`config.mk`:
```
export PLATFORM = sky130hd
export DESIGN_NAME = stcc_regs
export DESIGN_NICKNAME = d
export VERILOG_FILES = /design/src/design/stcc_pkg.sv /design/src/design/stcc_div_if.sv /design/src/design/stcc_clkdiv.sv /design/src/design/stcc_regs.sv
export SDC_FILE = /design/constraint.sdc
export NUM_CORES = 1
export LEC_CHECK = 0
export BUFFER_PORTS_ARGS = -buffer_cell sky130_fd_sc_hd__buf_2
export CORE_AREA = 2 2 110 112
export CTS_CLUSTER_DIAMETER = 60
export DETAILED_ROUTE_END_ITERATION = 7
export DIE_AREA = 0 0 112 114
export GPL_TIMING_DRIVEN = 0
export SYNTH_ARGS = -nofsm -noshare
export SYNTH_HDL_FRONTEND = slang
export SYNTH_HIERARCHICAL = 1
export SYNTH_SLANG_ARGS = --single-unit
```
`constraint.sdc`:
```
create_clock -name hclk -period 3.1 [get_ports hclk]
set_input_delay 0 -clock hclk [delete_from_list [all_inputs] [get_ports hclk]]
set_output_delay 0 -clock hclk [all_outputs]
set_load 0.03 [all_outputs]
```
`src/design/stcc_pkg.sv`:
```
// Package: offsets, fields, reset values and decode for the sync/tx/clkout register bank.
// Assumes AHB-Lite word access; each 8-bit register sits in the low byte of one word.
package stcc_pkg;

  localparam int unsigned REG_W = 8;

  // Register indices; the byte address is four times the index
  localparam logic [5:0] IDX_SYNC_B0  = 6'h16;
  localparam logic [5:0] IDX_SYNC_B1  = 6'h17;
  localparam logic [5:0] IDX_SYNC_B2  = 6'h18;
  localparam logic [5:0] IDX_SYNC_B3  = 6'h19;
  localparam logic [5:0] IDX_TX_PARAM = 6'h1A;
  localparam logic [5:0] IDX_CLK_OUT  = 6'h1B;

  localparam logic [7:0] RST_SYNC = 8'h00;
  localparam logic [7:0] RST_TX   = 8'h7C;
  localparam logic [7:0] RST_CLK  = 8'hBC;

  // Writable bits; reserved bits are stored as zero
  localparam logic [7:0] MASK_TX  = 8'hFE;
  localparam logic [7:0] MASK_CLK = 8'hFC;

  localparam int unsigned TX_CUT_LSB  = 4;
  localparam int unsigned TX_CUT_W    = 4;
  localparam int unsigned TX_PWR_LSB  = 1;
  localparam int unsigned TX_PWR_W    = 3;
  localparam int unsigned CLK_EN_BIT  = 7;
  localparam int unsigned CLK_DIV_LSB = 2;
  localparam int unsigned CLK_DIV_W   = 5;

  localparam logic       HRESP_OKAY = 1'b0;

  typedef enum logic [2:0] {
    SLOT_SYNC0, SLOT_SYNC1, SLOT_SYNC2, SLOT_SYNC3, SLOT_TX, SLOT_CLK, SLOT_NONE
  } stcc_slot_t;

  function automatic stcc_slot_t stcc_decode(input logic [31:0] addr);
    stcc_slot_t s;
    s = SLOT_NONE;
    if (addr[31:8] == 24'h000000 && addr[1:0] == 2'h0) begin
      case (addr[7:2])
        IDX_SYNC_B0:  s = SLOT_SYNC0;
        IDX_SYNC_B1:  s = SLOT_SYNC1;
        IDX_SYNC_B2:  s = SLOT_SYNC2;
        IDX_SYNC_B3:  s = SLOT_SYNC3;
        IDX_TX_PARAM: s = SLOT_TX;
        IDX_CLK_OUT:  s = SLOT_CLK;
        default:      s = SLOT_NONE;
      endcase
    end
    return s;
  endfunction

endpackage

```
`src/design/stcc_div_if.sv`:
```
// Interface: divider setting and gate from the register bank, gated clock back.
// Assumes one driver per signal: core drives the settings, the divider the clock.
`timescale 1ns/100ps
interface stcc_div_if;
  logic [4:0] divider;
  logic       enable;
  logic       clk_q;

  modport core (output divider, output enable, input clk_q);
  modport div  (input divider, input enable, output clk_q);
endinterface

```
`src/design/stcc_clkdiv.sv`:
```
// Clock output divider with glitch-free gate.
// Assumes xtal_clk is asynchronous and well below half the hclk rate.
`timescale 1ns/100ps
module stcc_clkdiv
  import stcc_pkg::*;
#(
  parameter int unsigned DIV_W = CLK_DIV_W
) (
  input  wire logic  hclk,
  input  wire logic  hresetn,
  input  wire logic  xtal_clk,
  stcc_div_if.div    dif
);

  logic             sync1;
  logic             sync2;
  logic             sync3;
  logic [DIV_W-1:0] cnt;
  logic             div_raw;
  logic             en_eff;
  logic             xtal_rise;
  logic             div_zero;
  logic             cnt_wrap;

  assign xtal_rise = sync2 & ~sync3;
  assign div_zero  = (dif.divider == '0);
  // Greater-or-equal so a divider lowered mid-count still wraps
  assign cnt_wrap  = (cnt >= DIV_W'(dif.divider - 5'h01));

  always_ff @(posedge hclk or negedge hresetn) begin
    if (!hresetn) begin
      sync1 <= 1'b0;
      sync2 <= 1'b0;
      sync3 <= 1'b0;
    end else begin
      sync1 <= xtal_clk;
      sync2 <= sync1;
      sync3 <= sync2;
    end
  end

  always_ff @(posedge hclk or negedge hresetn) begin
    if (!hresetn) begin
      cnt     <= '0;
      div_raw <= 1'b0;
    end else if (div_zero) begin
      cnt     <= '0;
      div_raw <= sync2; // RULE_08
    end else if (xtal_rise) begin
      if (cnt_wrap) begin
        cnt     <= '0;
        div_raw <= ~div_raw; // RULE_09
      end else begin
        cnt <= cnt + DIV_W'(1);
      end
    end
  end

  // Gate only moves while the raw clock is low, so no runt pulse leaves
  always_ff @(posedge hclk or negedge hresetn) begin
    if (!hresetn) begin
      en_eff    <= 1'b0;
      dif.clk_q <= 1'b0;
    end else begin
      if (!div_raw) begin
        en_eff <= dif.enable; // RULE_12
      end
      dif.clk_q <= div_raw & en_eff; // RULE_07
    end
  end

  a_undiv_follow: assert property (@(posedge hclk) disable iff (!hresetn) // RULE_08
    div_zero |=> div_raw == $past(sync2))
    else $error("undivided clock does not follow crystal");

  a_div_toggle: assert property (@(posedge hclk) disable iff (!hresetn) // RULE_09
    (!div_zero && xtal_rise && cnt_wrap) |=> div_raw != $past(div_raw))
    else $error("divided clock missed its toggle");

  a_div_hold: assert property (@(posedge hclk) disable iff (!hresetn) // RULE_09
    (!div_zero && !xtal_rise) |=> $stable(div_raw))
    else $error("divided clock moved without crystal edge");

  a_gate_low: assert property (@(posedge hclk) disable iff (!hresetn) // RULE_12
    $changed(en_eff) |-> $past(!div_raw))
    else $error("gate changed while clock high");

  a_gate_off: assert property (@(posedge hclk) disable iff (!hresetn) // RULE_12
    (!en_eff)[*2] |-> !dif.clk_q)
    else $error("clock output not held low while gated");

endmodule

```
`src/design/stcc_regs.sv`:
```
// Sync pattern, transmit parameter and clock output registers behind an AHB-Lite slave.
// Assumes single word transfers; hreadyout is always high, so no wait states occur.
//
// What this block does
// RULE_01: Bits 23..16 of the sync pattern live in a read/write register at index 0x17, reset 0.
// RULE_02: Bits 15..8 of the sync pattern live in a read/write register at index 0x18, reset 0.
// RULE_03: Bits 7..0 of the sync pattern live in a read/write register at index 0x19, reset 0.
// RULE_04: Transmit parameter bits 7..4 set the interpolation cutoff field, reset 0111.
// RULE_05: Transmit parameter bits 3..1 pick output power in 3 dB steps, reset code 110.
// RULE_06: Software keeps transmit parameter bit 0 at zero; it is reserved.
// RULE_07: Clock output control bit 7 gates the clock output pin, reset one.
// RULE_08: A divider field of zero puts the undivided crystal clock on the clock output.
// RULE_09: A nonzero divider field N gives the crystal clock divided by 2N, reset 01111.
// RULE_10: Software keeps clock output control bits 1..0 at zero; they are reserved.
// RULE_11: Bits 31..24 of the sync pattern live in a read/write register at index 0x16, reset 0.
// RULE_12: A disabled clock output sits low and gating it never makes a glitch.
//
// The AHB-Lite interface to the registers was decided locally.
`timescale 1ns/100ps
module stcc_regs
  import stcc_pkg::*;
(
  input  wire logic        hclk,
  input  wire logic        hresetn,
  input  wire logic        hsel,
  input  wire logic [31:0] haddr,
  input  wire logic [1:0]  htrans,
  input  wire logic        hwrite,
  input  wire logic [2:0]  hsize,
  input  wire logic [31:0] hwdata,
  input  wire logic        hready,
  output logic             hreadyout,
  output logic             hresp,
  output logic [31:0]      hrdata,
  input  wire logic        xtal_clk,
  output logic [31:0]      sync_pattern_value,
  output logic [3:0]       tx_interp_cutoff,
  output logic [2:0]       tx_power_level,
  output logic             clk_out_enable,
  output logic [4:0]       clk_out_divider,
  output logic             clk_out
);

  logic [REG_W-1:0] sync_reg  [4];
  logic [REG_W-1:0] next_sync [4];
  logic [REG_W-1:0] tx_reg;
  logic [REG_W-1:0] clk_reg;
  logic [REG_W-1:0] next_tx;
  logic [REG_W-1:0] next_clk;
  logic [REG_W-1:0] rd_val;
  logic             accept;
  logic             wr_pend;
  stcc_slot_t       wr_slot;
  stcc_slot_t       a_slot;
  logic [2:0]       a_code;
  logic             wr_tx;
  logic             wr_clk;
  logic [2:0]       unused_hsize;

  stcc_div_if dif ();

  // Only whole words are expected; size is not checked
  assign unused_hsize = hsize;

  // Address phase decode
  assign accept = hsel & hready & htrans[1];
  assign a_slot = stcc_decode(haddr);
  assign a_code = a_slot;

  // Data phase write strobes
  assign wr_tx  = wr_pend && (wr_slot == SLOT_TX);
  assign wr_clk = wr_pend && (wr_slot == SLOT_CLK);

  // Reserved bits are dropped on write and read back as zero
  assign next_tx  = wr_tx  ? (hwdata[7:0] & MASK_TX)  : tx_reg;  // RULE_06
  assign next_clk = wr_clk ? (hwdata[7:0] & MASK_CLK) : clk_reg; // RULE_10

  genvar gi;
  generate
    for (gi = 0; gi < 4; gi++) begin : g_sync
      assign next_sync[gi] = (wr_pend && wr_slot == stcc_slot_t'(gi)) ? hwdata[7:0]
                                                                       : sync_reg[gi];

      always_ff @(posedge hclk or negedge hresetn) begin
        if (!hresetn) begin
          sync_reg[gi] <= RST_SYNC;
        end else begin
          sync_reg[gi] <= next_sync[gi]; // RULE_11
        end
      end
    end
  endgenerate

  // Read from the next values so a read right behind a write sees the new data
  assign rd_val = (a_slot == SLOT_TX)   ? next_tx  :
                  (a_slot == SLOT_CLK)  ? next_clk :
                  (a_slot == SLOT_NONE) ? 8'h00    :
                  next_sync[a_code[1:0]];

  always_ff @(posedge hclk or negedge hresetn) begin
    if (!hresetn) begin
      tx_reg  <= RST_TX;
      clk_reg <= RST_CLK;
    end else begin
      tx_reg  <= next_tx;  // RULE_04
      clk_reg <= next_clk; // RULE_07
    end
  end

  always_ff @(posedge hclk or negedge hresetn) begin
    if (!hresetn) begin
      wr_pend <= 1'b0;
      wr_slot <= SLOT_NONE;
    end else begin
      wr_pend <= accept & hwrite;
      if (accept) begin
        wr_slot <= a_slot;
      end
    end
  end

  always_ff @(posedge hclk or negedge hresetn) begin
    if (!hresetn) begin
      hrdata    <= 32'h00000000;
      hreadyout <= 1'b1;
      hresp     <= HRESP_OKAY;
    end else begin
      hreadyout <= 1'b1;
      hresp     <= HRESP_OKAY;
      if (accept && !hwrite) begin
        hrdata <= {24'h000000, rd_val};
      end
    end
  end

  // Sync byte at index 0x16 is the most significant
  assign sync_pattern_value = {sync_reg[0], sync_reg[1], sync_reg[2], sync_reg[3]}; // RULE_01
  assign tx_interp_cutoff   = tx_reg[TX_CUT_LSB +: TX_CUT_W];
  assign tx_power_level     = tx_reg[TX_PWR_LSB +: TX_PWR_W]; // RULE_05
  assign clk_out_enable     = clk_reg[CLK_EN_BIT];
  assign clk_out_divider    = clk_reg[CLK_DIV_LSB +: CLK_DIV_W];

  assign dif.divider = clk_out_divider; // RULE_09
  assign dif.enable  = clk_out_enable;
  assign clk_out     = dif.clk_q;

  stcc_clkdiv #(
    .DIV_W    (CLK_DIV_W)
  ) u_clkdiv (
    .hclk     (hclk),
    .hresetn  (hresetn),
    .xtal_clk (xtal_clk),
    .dif      (dif)
  );

  a_reset_vals: assert property (@(posedge hclk) // RULE_04
    $rose(hresetn) |-> (sync_pattern_value == 32'h00000000) && (tx_reg == RST_TX)
                       && (clk_reg == RST_CLK))
    else $error("register bank left reset with wrong values");

  a_sync_top_wr: assert property (@(posedge hclk) disable iff (!hresetn) // RULE_11
    (accept && hwrite && a_slot == SLOT_SYNC0) ##1 1'b1
      |=> sync_pattern_value[31:24] == $past(hwdata[7:0]))
    else $error("sync byte 31..24 not written");

  a_sync_b1_wr: assert property (@(posedge hclk) disable iff (!hresetn) // RULE_01
    (accept && hwrite && a_slot == SLOT_SYNC1) ##1 1'b1
      |=> sync_pattern_value[23:16] == $past(hwdata[7:0]))
    else $error("sync byte 23..16 not written");

  a_sync_b2_wr: assert property (@(posedge hclk) disable iff (!hresetn) // RULE_02
    (accept && hwrite && a_slot == SLOT_SYNC2) ##1 1'b1
      |=> sync_pattern_value[15:8] == $past(hwdata[7:0]))
    else $error("sync byte 15..8 not written");

  a_sync_b3_wr: assert property (@(posedge hclk) disable iff (!hresetn) // RULE_03
    (accept && hwrite && a_slot == SLOT_SYNC3) ##1 1'b1
      |=> sync_pattern_value[7:0] == $past(hwdata[7:0]))
    else $error("sync byte 7..0 not written");

  a_tx_fields_wr: assert property (@(posedge hclk) disable iff (!hresetn) // RULE_05
    (accept && hwrite && a_slot == SLOT_TX) ##1 1'b1
      |=> (tx_power_level == $past(hwdata[3:1])) && (tx_interp_cutoff == $past(hwdata[7:4]))
          && !tx_reg[0])
    else $error("transmit parameter fields not written");

  a_sync_stable: assert property (@(posedge hclk) disable iff (!hresetn) // RULE_01
    !wr_pend |=> $stable(sync_pattern_value))
    else $error("sync pattern changed without a write");

  a_clk_gate: assert property (@(posedge hclk) disable iff (!hresetn) // RULE_07
    $rose(clk_out) |-> $past(clk_out_enable, 2))
    else $error("clock output rose while gated off");

  a_read_back: assert property (@(posedge hclk) disable iff (!hresetn) // RULE_04
    (accept && !hwrite && a_slot == SLOT_TX && !wr_pend) |=> hrdata == {24'h000000, tx_reg})
    else $error("read of transmit parameters returned wrong data");

  a_unmapped_zero: assert property (@(posedge hclk) disable iff (!hresetn) // RULE_10
    (accept && !hwrite && a_slot == SLOT_NONE) |=> hrdata == 32'h00000000)
    else $error("unmapped read returned nonzero data");

  a_clk_resv_zero: assert property (@(posedge hclk) disable iff (!hresetn) // RULE_10
    wr_clk |=> clk_reg[1:0] == 2'h0 && clk_out_divider == $past(hwdata[6:2]))
    else $error("clock control write stored reserved bits");

  // Slave never stalls or errors, so the master never needs a retry path
  a_bus_okay: assert property (@(posedge hclk) disable iff (!hresetn) // RULE_01
    hreadyout && (hresp == HRESP_OKAY))
    else $error("slave stalled or answered with an error");

  a_rd_upper_zero: assert property (@(posedge hclk) disable iff (!hresetn) // RULE_01
    hrdata[31:8] == 24'h000000)
    else $error("read data upper bits not zero");

  a_rd_hold: assert property (@(posedge hclk) disable iff (!hresetn) // RULE_01
    !(accept && !hwrite) |=> $stable(hrdata))
    else $error("read data changed without a read");

  a_sync_b0_read: assert property (@(posedge hclk) disable iff (!hresetn) // RULE_11
    (accept && !hwrite && a_slot == SLOT_SYNC0 && !wr_pend)
      |=> hrdata[7:0] == sync_pattern_value[31:24])
    else $error("read of sync byte 31..24 returned wrong data");

  a_tx_resv_zero: assert property (@(posedge hclk) disable iff (!hresetn) // RULE_06
    !tx_reg[0])
    else $error("transmit parameter reserved bit set");

  a_clk_resv_low: assert property (@(posedge hclk) disable iff (!hresetn) // RULE_10
    clk_reg[1:0] == 2'h0)
    else $error("clock control reserved bits set");

  a_tx_stable: assert property (@(posedge hclk) disable iff (!hresetn) // RULE_04
    !wr_tx |=> $stable(tx_reg))
    else $error("transmit parameters changed without a write");

  a_clk_stable: assert property (@(posedge hclk) disable iff (!hresetn) // RULE_07
    !wr_clk |=> $stable(clk_reg))
    else $error("clock control changed without a write");

endmodule

```
Word-level counts from Yosys, hierarchy flattened. Cells that the tools add are included.

Flip-flop bits (word level): 71. Bits of input ports: 75. Output and inout port bits: 80. Word-level logic and storage cells: 78.

Add/sub/neg operators: 2. Order comparisons: 2. Equal/unequal tests: 14. Multiplexer cells: 20. Bitwise operators: 8. Reduce and logical (&&, ||, !) cells: 16.

Operators with widths (count): $mux 8 (11); $eq 6x5->1 const B (6); $logic_not 24->1 (1); $pmux 3 s6 (1); $bmux 8 s2 (1); $eq 3x3->1 const B (5); $mux 5 (3); $logic_and 1x1->1 (8); $eq 3x2->1 const B (2); $add 5x1->5 const B (1); $and 1x1->1 (5); $ge 5x5->1 (1); $logic_not 5->1 (1); $sub 5x1->5 const B (1); $reduce_bool 2->1 (2); $eq 3x1->1 const B (1); $ge 3x3->1 const B (1); $logic_not 3->1 (1); $mux 1 (3); $mux 3 (1); $not 2->3 (1); $logic_not 2->1 (1); $not 1->1 (2); $reduce_and 2->1 (1); $logic_not 1->1 (1).

Depth between registers and ports, before layout.
Depth after elaboration: 10. Mapped depth: 9. Depth with buffers taken out: 9.

Modules after synthesis. Netlist, hierarchy kept.

By module, submodules not included: stcc_regs (instances 1, cells an instance 330, area each 3398.3 µm², seq. area each 1516.5 µm²); stcc_clkdiv (instances 1, cells an instance 59, area each 606.8 µm², seq. area each 275.3 µm²).

Least setup slack after synthesis. Ideal clock, no wire load.

Path type: register to register. From: register clk_reg[2]. To: register u_clkdiv.div_raw. Library setup time: 87 ps. Data arrival time: 2026 ps. Data required time: 3013 ps. Setup slack: 988 ps. Cell stages (with the launch flop): 10. Buffers on the path: 0. Period minus slack after synthesis: 2112 ps. Path through: dfstp_2 -> inv_1 -> ha_1 -> nor3b_1 -> xnor2_1 -> ha_1 -> a21o_1 -> a31oi_1 -> o21ai_1 -> o211ai_1.

Cells in the longest elaborated chain, start to end: 4. Elaborated cells on any way between the ends: 7. Those cells by class: add/sub: 1; order compare: 1; mux: 1; reduce/logical: 4.

Ends and longest elaborated chain: start: declaration (RTL line stcc_regs.sv:47) `logic [REG_W-1:0] clk_reg;`; start signal: assignment (RTL line stcc_regs.sv:106) `clk_reg <= next_clk;`; $sub 5x1->5 (RTL line stcc_clkdiv.sv:28) `assign cnt_wrap = (cnt >= DIV_W'(dif.divider - 5'h01));`; $ge 5x5->1 (RTL line stcc_clkdiv.sv:28); $reduce_bool 2->1 (no line); $reduce_and 2->1 (no line); end signal: assignment (RTL line stcc_clkdiv.sv:48) `div_raw <= sync2;`; end signal: assignment (RTL line stcc_clkdiv.sv:52) `div_raw <= ~div_raw;`; end: declaration (RTL line stcc_clkdiv.sv:19) `logic div_raw;`.

Several ways; a longest one is shown, not always the timed one. A chain may end at the register's enable or synchronous reset.

==> flow_summary.json <==
{
  "rsz0062_at_grt": "no",
  "cts_root_buf": "clkbuf_16",
  "cp_slowest_cell": "a2111oi_0",
  "fin_total_pwr_mw": 3.30,
  "min_path_cells": 3,
  "endpoint_kind": "register",
  "grt_pass1_wl_um": 17000,
  "cp.depth": 5,
  "worstSetupEndpoint": "hrdata[1]",
  "fmax_mhz": 362,
  "cpPeakStageDelay_ps": 820,
  "critPathKind": "register to register",
  "die_w_um": 112,
  "dp_hpwl_um": 7950,
  "grt_max_degree": 72,
  "cts_setup_buffers": 0,
  "synth_common_cells": "59 x dfrtp_1, 38 x buf_4, 37 x mux2_2",
  "overflow": 0,
  "cts.path.max_buffers": 2,
  "io_pins": 155,
  "firstDrtPassIters": 4,
  "hp-start": "hwdata[2]",
  "maxSlewHeadroom": 0.355,
  "tritoncts": "done",
  "hold_path.class": "primary input to register",
  "cts_buffers": 9,
  "synth-async-reset-ratio": 1.00,
  "r2r_cells": 5,
  "grt_pass1_vias": 3301,
  "netlist.top_cell.by_area": "dfrtp_1",
  "synth.area.top_cells": "dfrtp_1 37%, mux2_2 10%, dfstp_2 7.9%, buf_4 7.1%, nand2_1 3.4%",
  "startpoint": "wr_slot[1]",
  "drt_iter0_markers": 226,
  "worstMarginPinSlew_ps": 944,
  "finalHoldViolCount": 0,
  "clk_pin_slew_ps": 60,
  "cap_violations": 0,
  "netlist_instances": 389,
  "synthesis.area_um2": 4010,
  "period_minus_slack_ps": 2760,
  "wl_per_cell_um": 15.8,
  "area_growth_pct": 29.5,
  "clkLatencyLatePin_ps": 330,
  "synth_most_common_cell": "dfrtp_1",
  "period_share": 0.891,
  "path_buf_inv": 0,
  "r2r-start": "wr_slot[1]",
  "setup_viol": 0,
  "num_vias": 3424,
  "path_cells": "nand4b_1 > mux2_2 > nor2_1 > a2111oi_0 > o21ba_2",
  "syn_avg_cell_area_um2": 10.3,
  "critPathArrivalTime_ps": 3030,
  "cpLargestDelayFamily": "compound AO/OA/AOI/OAI gates",
  "yosys_warnings": 6,
  "grt_use_total": 0.170,
  "status": "completed",
  "ys_seq_area_frac": 0.447,
  "place_congestion": 0.828,
  "drv_slew": 0,
  "pwr_density_cell_nw_per_um2": 636,
  "cts_sinks": 71,
  "start_util": 0.342,
  "largest_reg_flops": 32,
  "final_nets": 614,
  "rr_endpoint": "hrdata[1]",
  "yosys_most_used_dff": "dfrtp_1",
  "ant_nets": 0,
  "fin_worst_skew_ps": 8.73,
  "fin_tns_setup_ps": 0,
  "startpoint_type": "register",
  "leakagePower_nw": 2.44,
  "wl_um": 10800,
  "std_cell_rows": 40,
  "crit_path_max_fanout": 8,
  "die_h_um": 114,
  "grt_antenna_before_repair": 0,
  "die_area_um2": 12800,
  "drive_above_1_share": 0.413,
  "reg2reg_slack_ps": 340,
  "synth.top_cell.area_share": 0.369,
  "htree_levels": 3,
  "remaining_drc_errors": 0,
  "synth_cell_type_count": 58,
  "cp.required_ps": 3370,
  "design.core.area_um2": 11700,
  "portBuffers": 100,
  "ir_drop_mv": 0.331,
  "antennaDiodeCount": 0,
  "synth-edff-count": 0,
  "synth-seq-cells": 71,
  "viasPerCell": 5.01
}
-- timing repair --
action	CTS	global route
endpoints found under the hold margin	69	0
resized for setup	0	0
hold buffers	8	0
-- worst min path at each step --
stage / end / slack (ps)
floorplan: clk_reg[0] / -300
global placement: u_clkdiv/sync1 / 110
detailed placement: u_clkdiv/sync1 / 110
CTS: sync_pattern_value[17] / 2
global route: sync_pattern_value[17] / 20
finish: sync_pattern_value[18] / 8
-- worst register-to-register path: cells and delay by family, from the launching register on --
family,cells,cell delay [ps]
AO/OA/AOI/OAI,2,1090
AND/OR/NAND/NOR,2,610
flip-flops,1,580
multiplexers,1,430
-- cell type report --
class	instances	area [µm²]
fill	1127	6520
multi-input combinational	282	1930
sequential	71	1790
timing repair buffer	108	583
buffer	54	355
clock buffer	13	260
tap	147	184
clock inverter	3	65.1
inverter	6	22.5
-- report_power, final --
group	internal (mW)	switching, mW
Clock	0.747	0.378
Combinational	0.370	0.569
Sequential	1.11	0.124
-- metrics by stage --
step,hold slack (ps),cells,setup slack (ps),util,cell area (µm²)
after floorplan,-296,413,988,-,4100
after global placement,111,660,445,0.408,4780
after detailed placement,110,660,445,0.408,4780
after CTS,1.88,684,438,0.443,5190
after global routing,17.7,684,357,0.443,5190
final,8.23,684,337,0.443,5190
-- metal layers --
metal / vias up / GRT usage / share of wire
met5: - / 0 / 0
met2: 144 / 0.268 / 0.46
met4: 0 / 0.0740 / 0.028
li1: 1640 / - / -
met3: 20 / 0.0404 / 0.069
met1: 1620 / 0.226 / 0.44
-- cells in the final DEF, fill, tap and decap left out, types with 8 or more instances in the layout --
master         instances
dfrtp_1               59
a21oi_1               13
o21ai_0                9
nor2_1                33
conb_1                26
clkbuf_16              9
nand2_1               36
dfstp_2               12
dlygate4sd3_1          8
mux2_2                37
buf_4                 39
nand2b_1               8
buf_2                107
clkbuf_1              10
-- cells by family after synthesis --
| group | synth area share |
|---|---|
| AO/OA/AOI/OAI | 0.145 |
| XOR/XNOR | 0.0175 |
| adder cells (fa/ha/maj) | 0.0219 |
| buffers and inverters | 0.0943 |
| flip-flops | 0.447 |
| multiplexers | 0.107 |
| other | 0.00188 |
| AND/OR/NAND/NOR | 0.166 |
No activity file was read; power rests on OpenSTA's default activity.
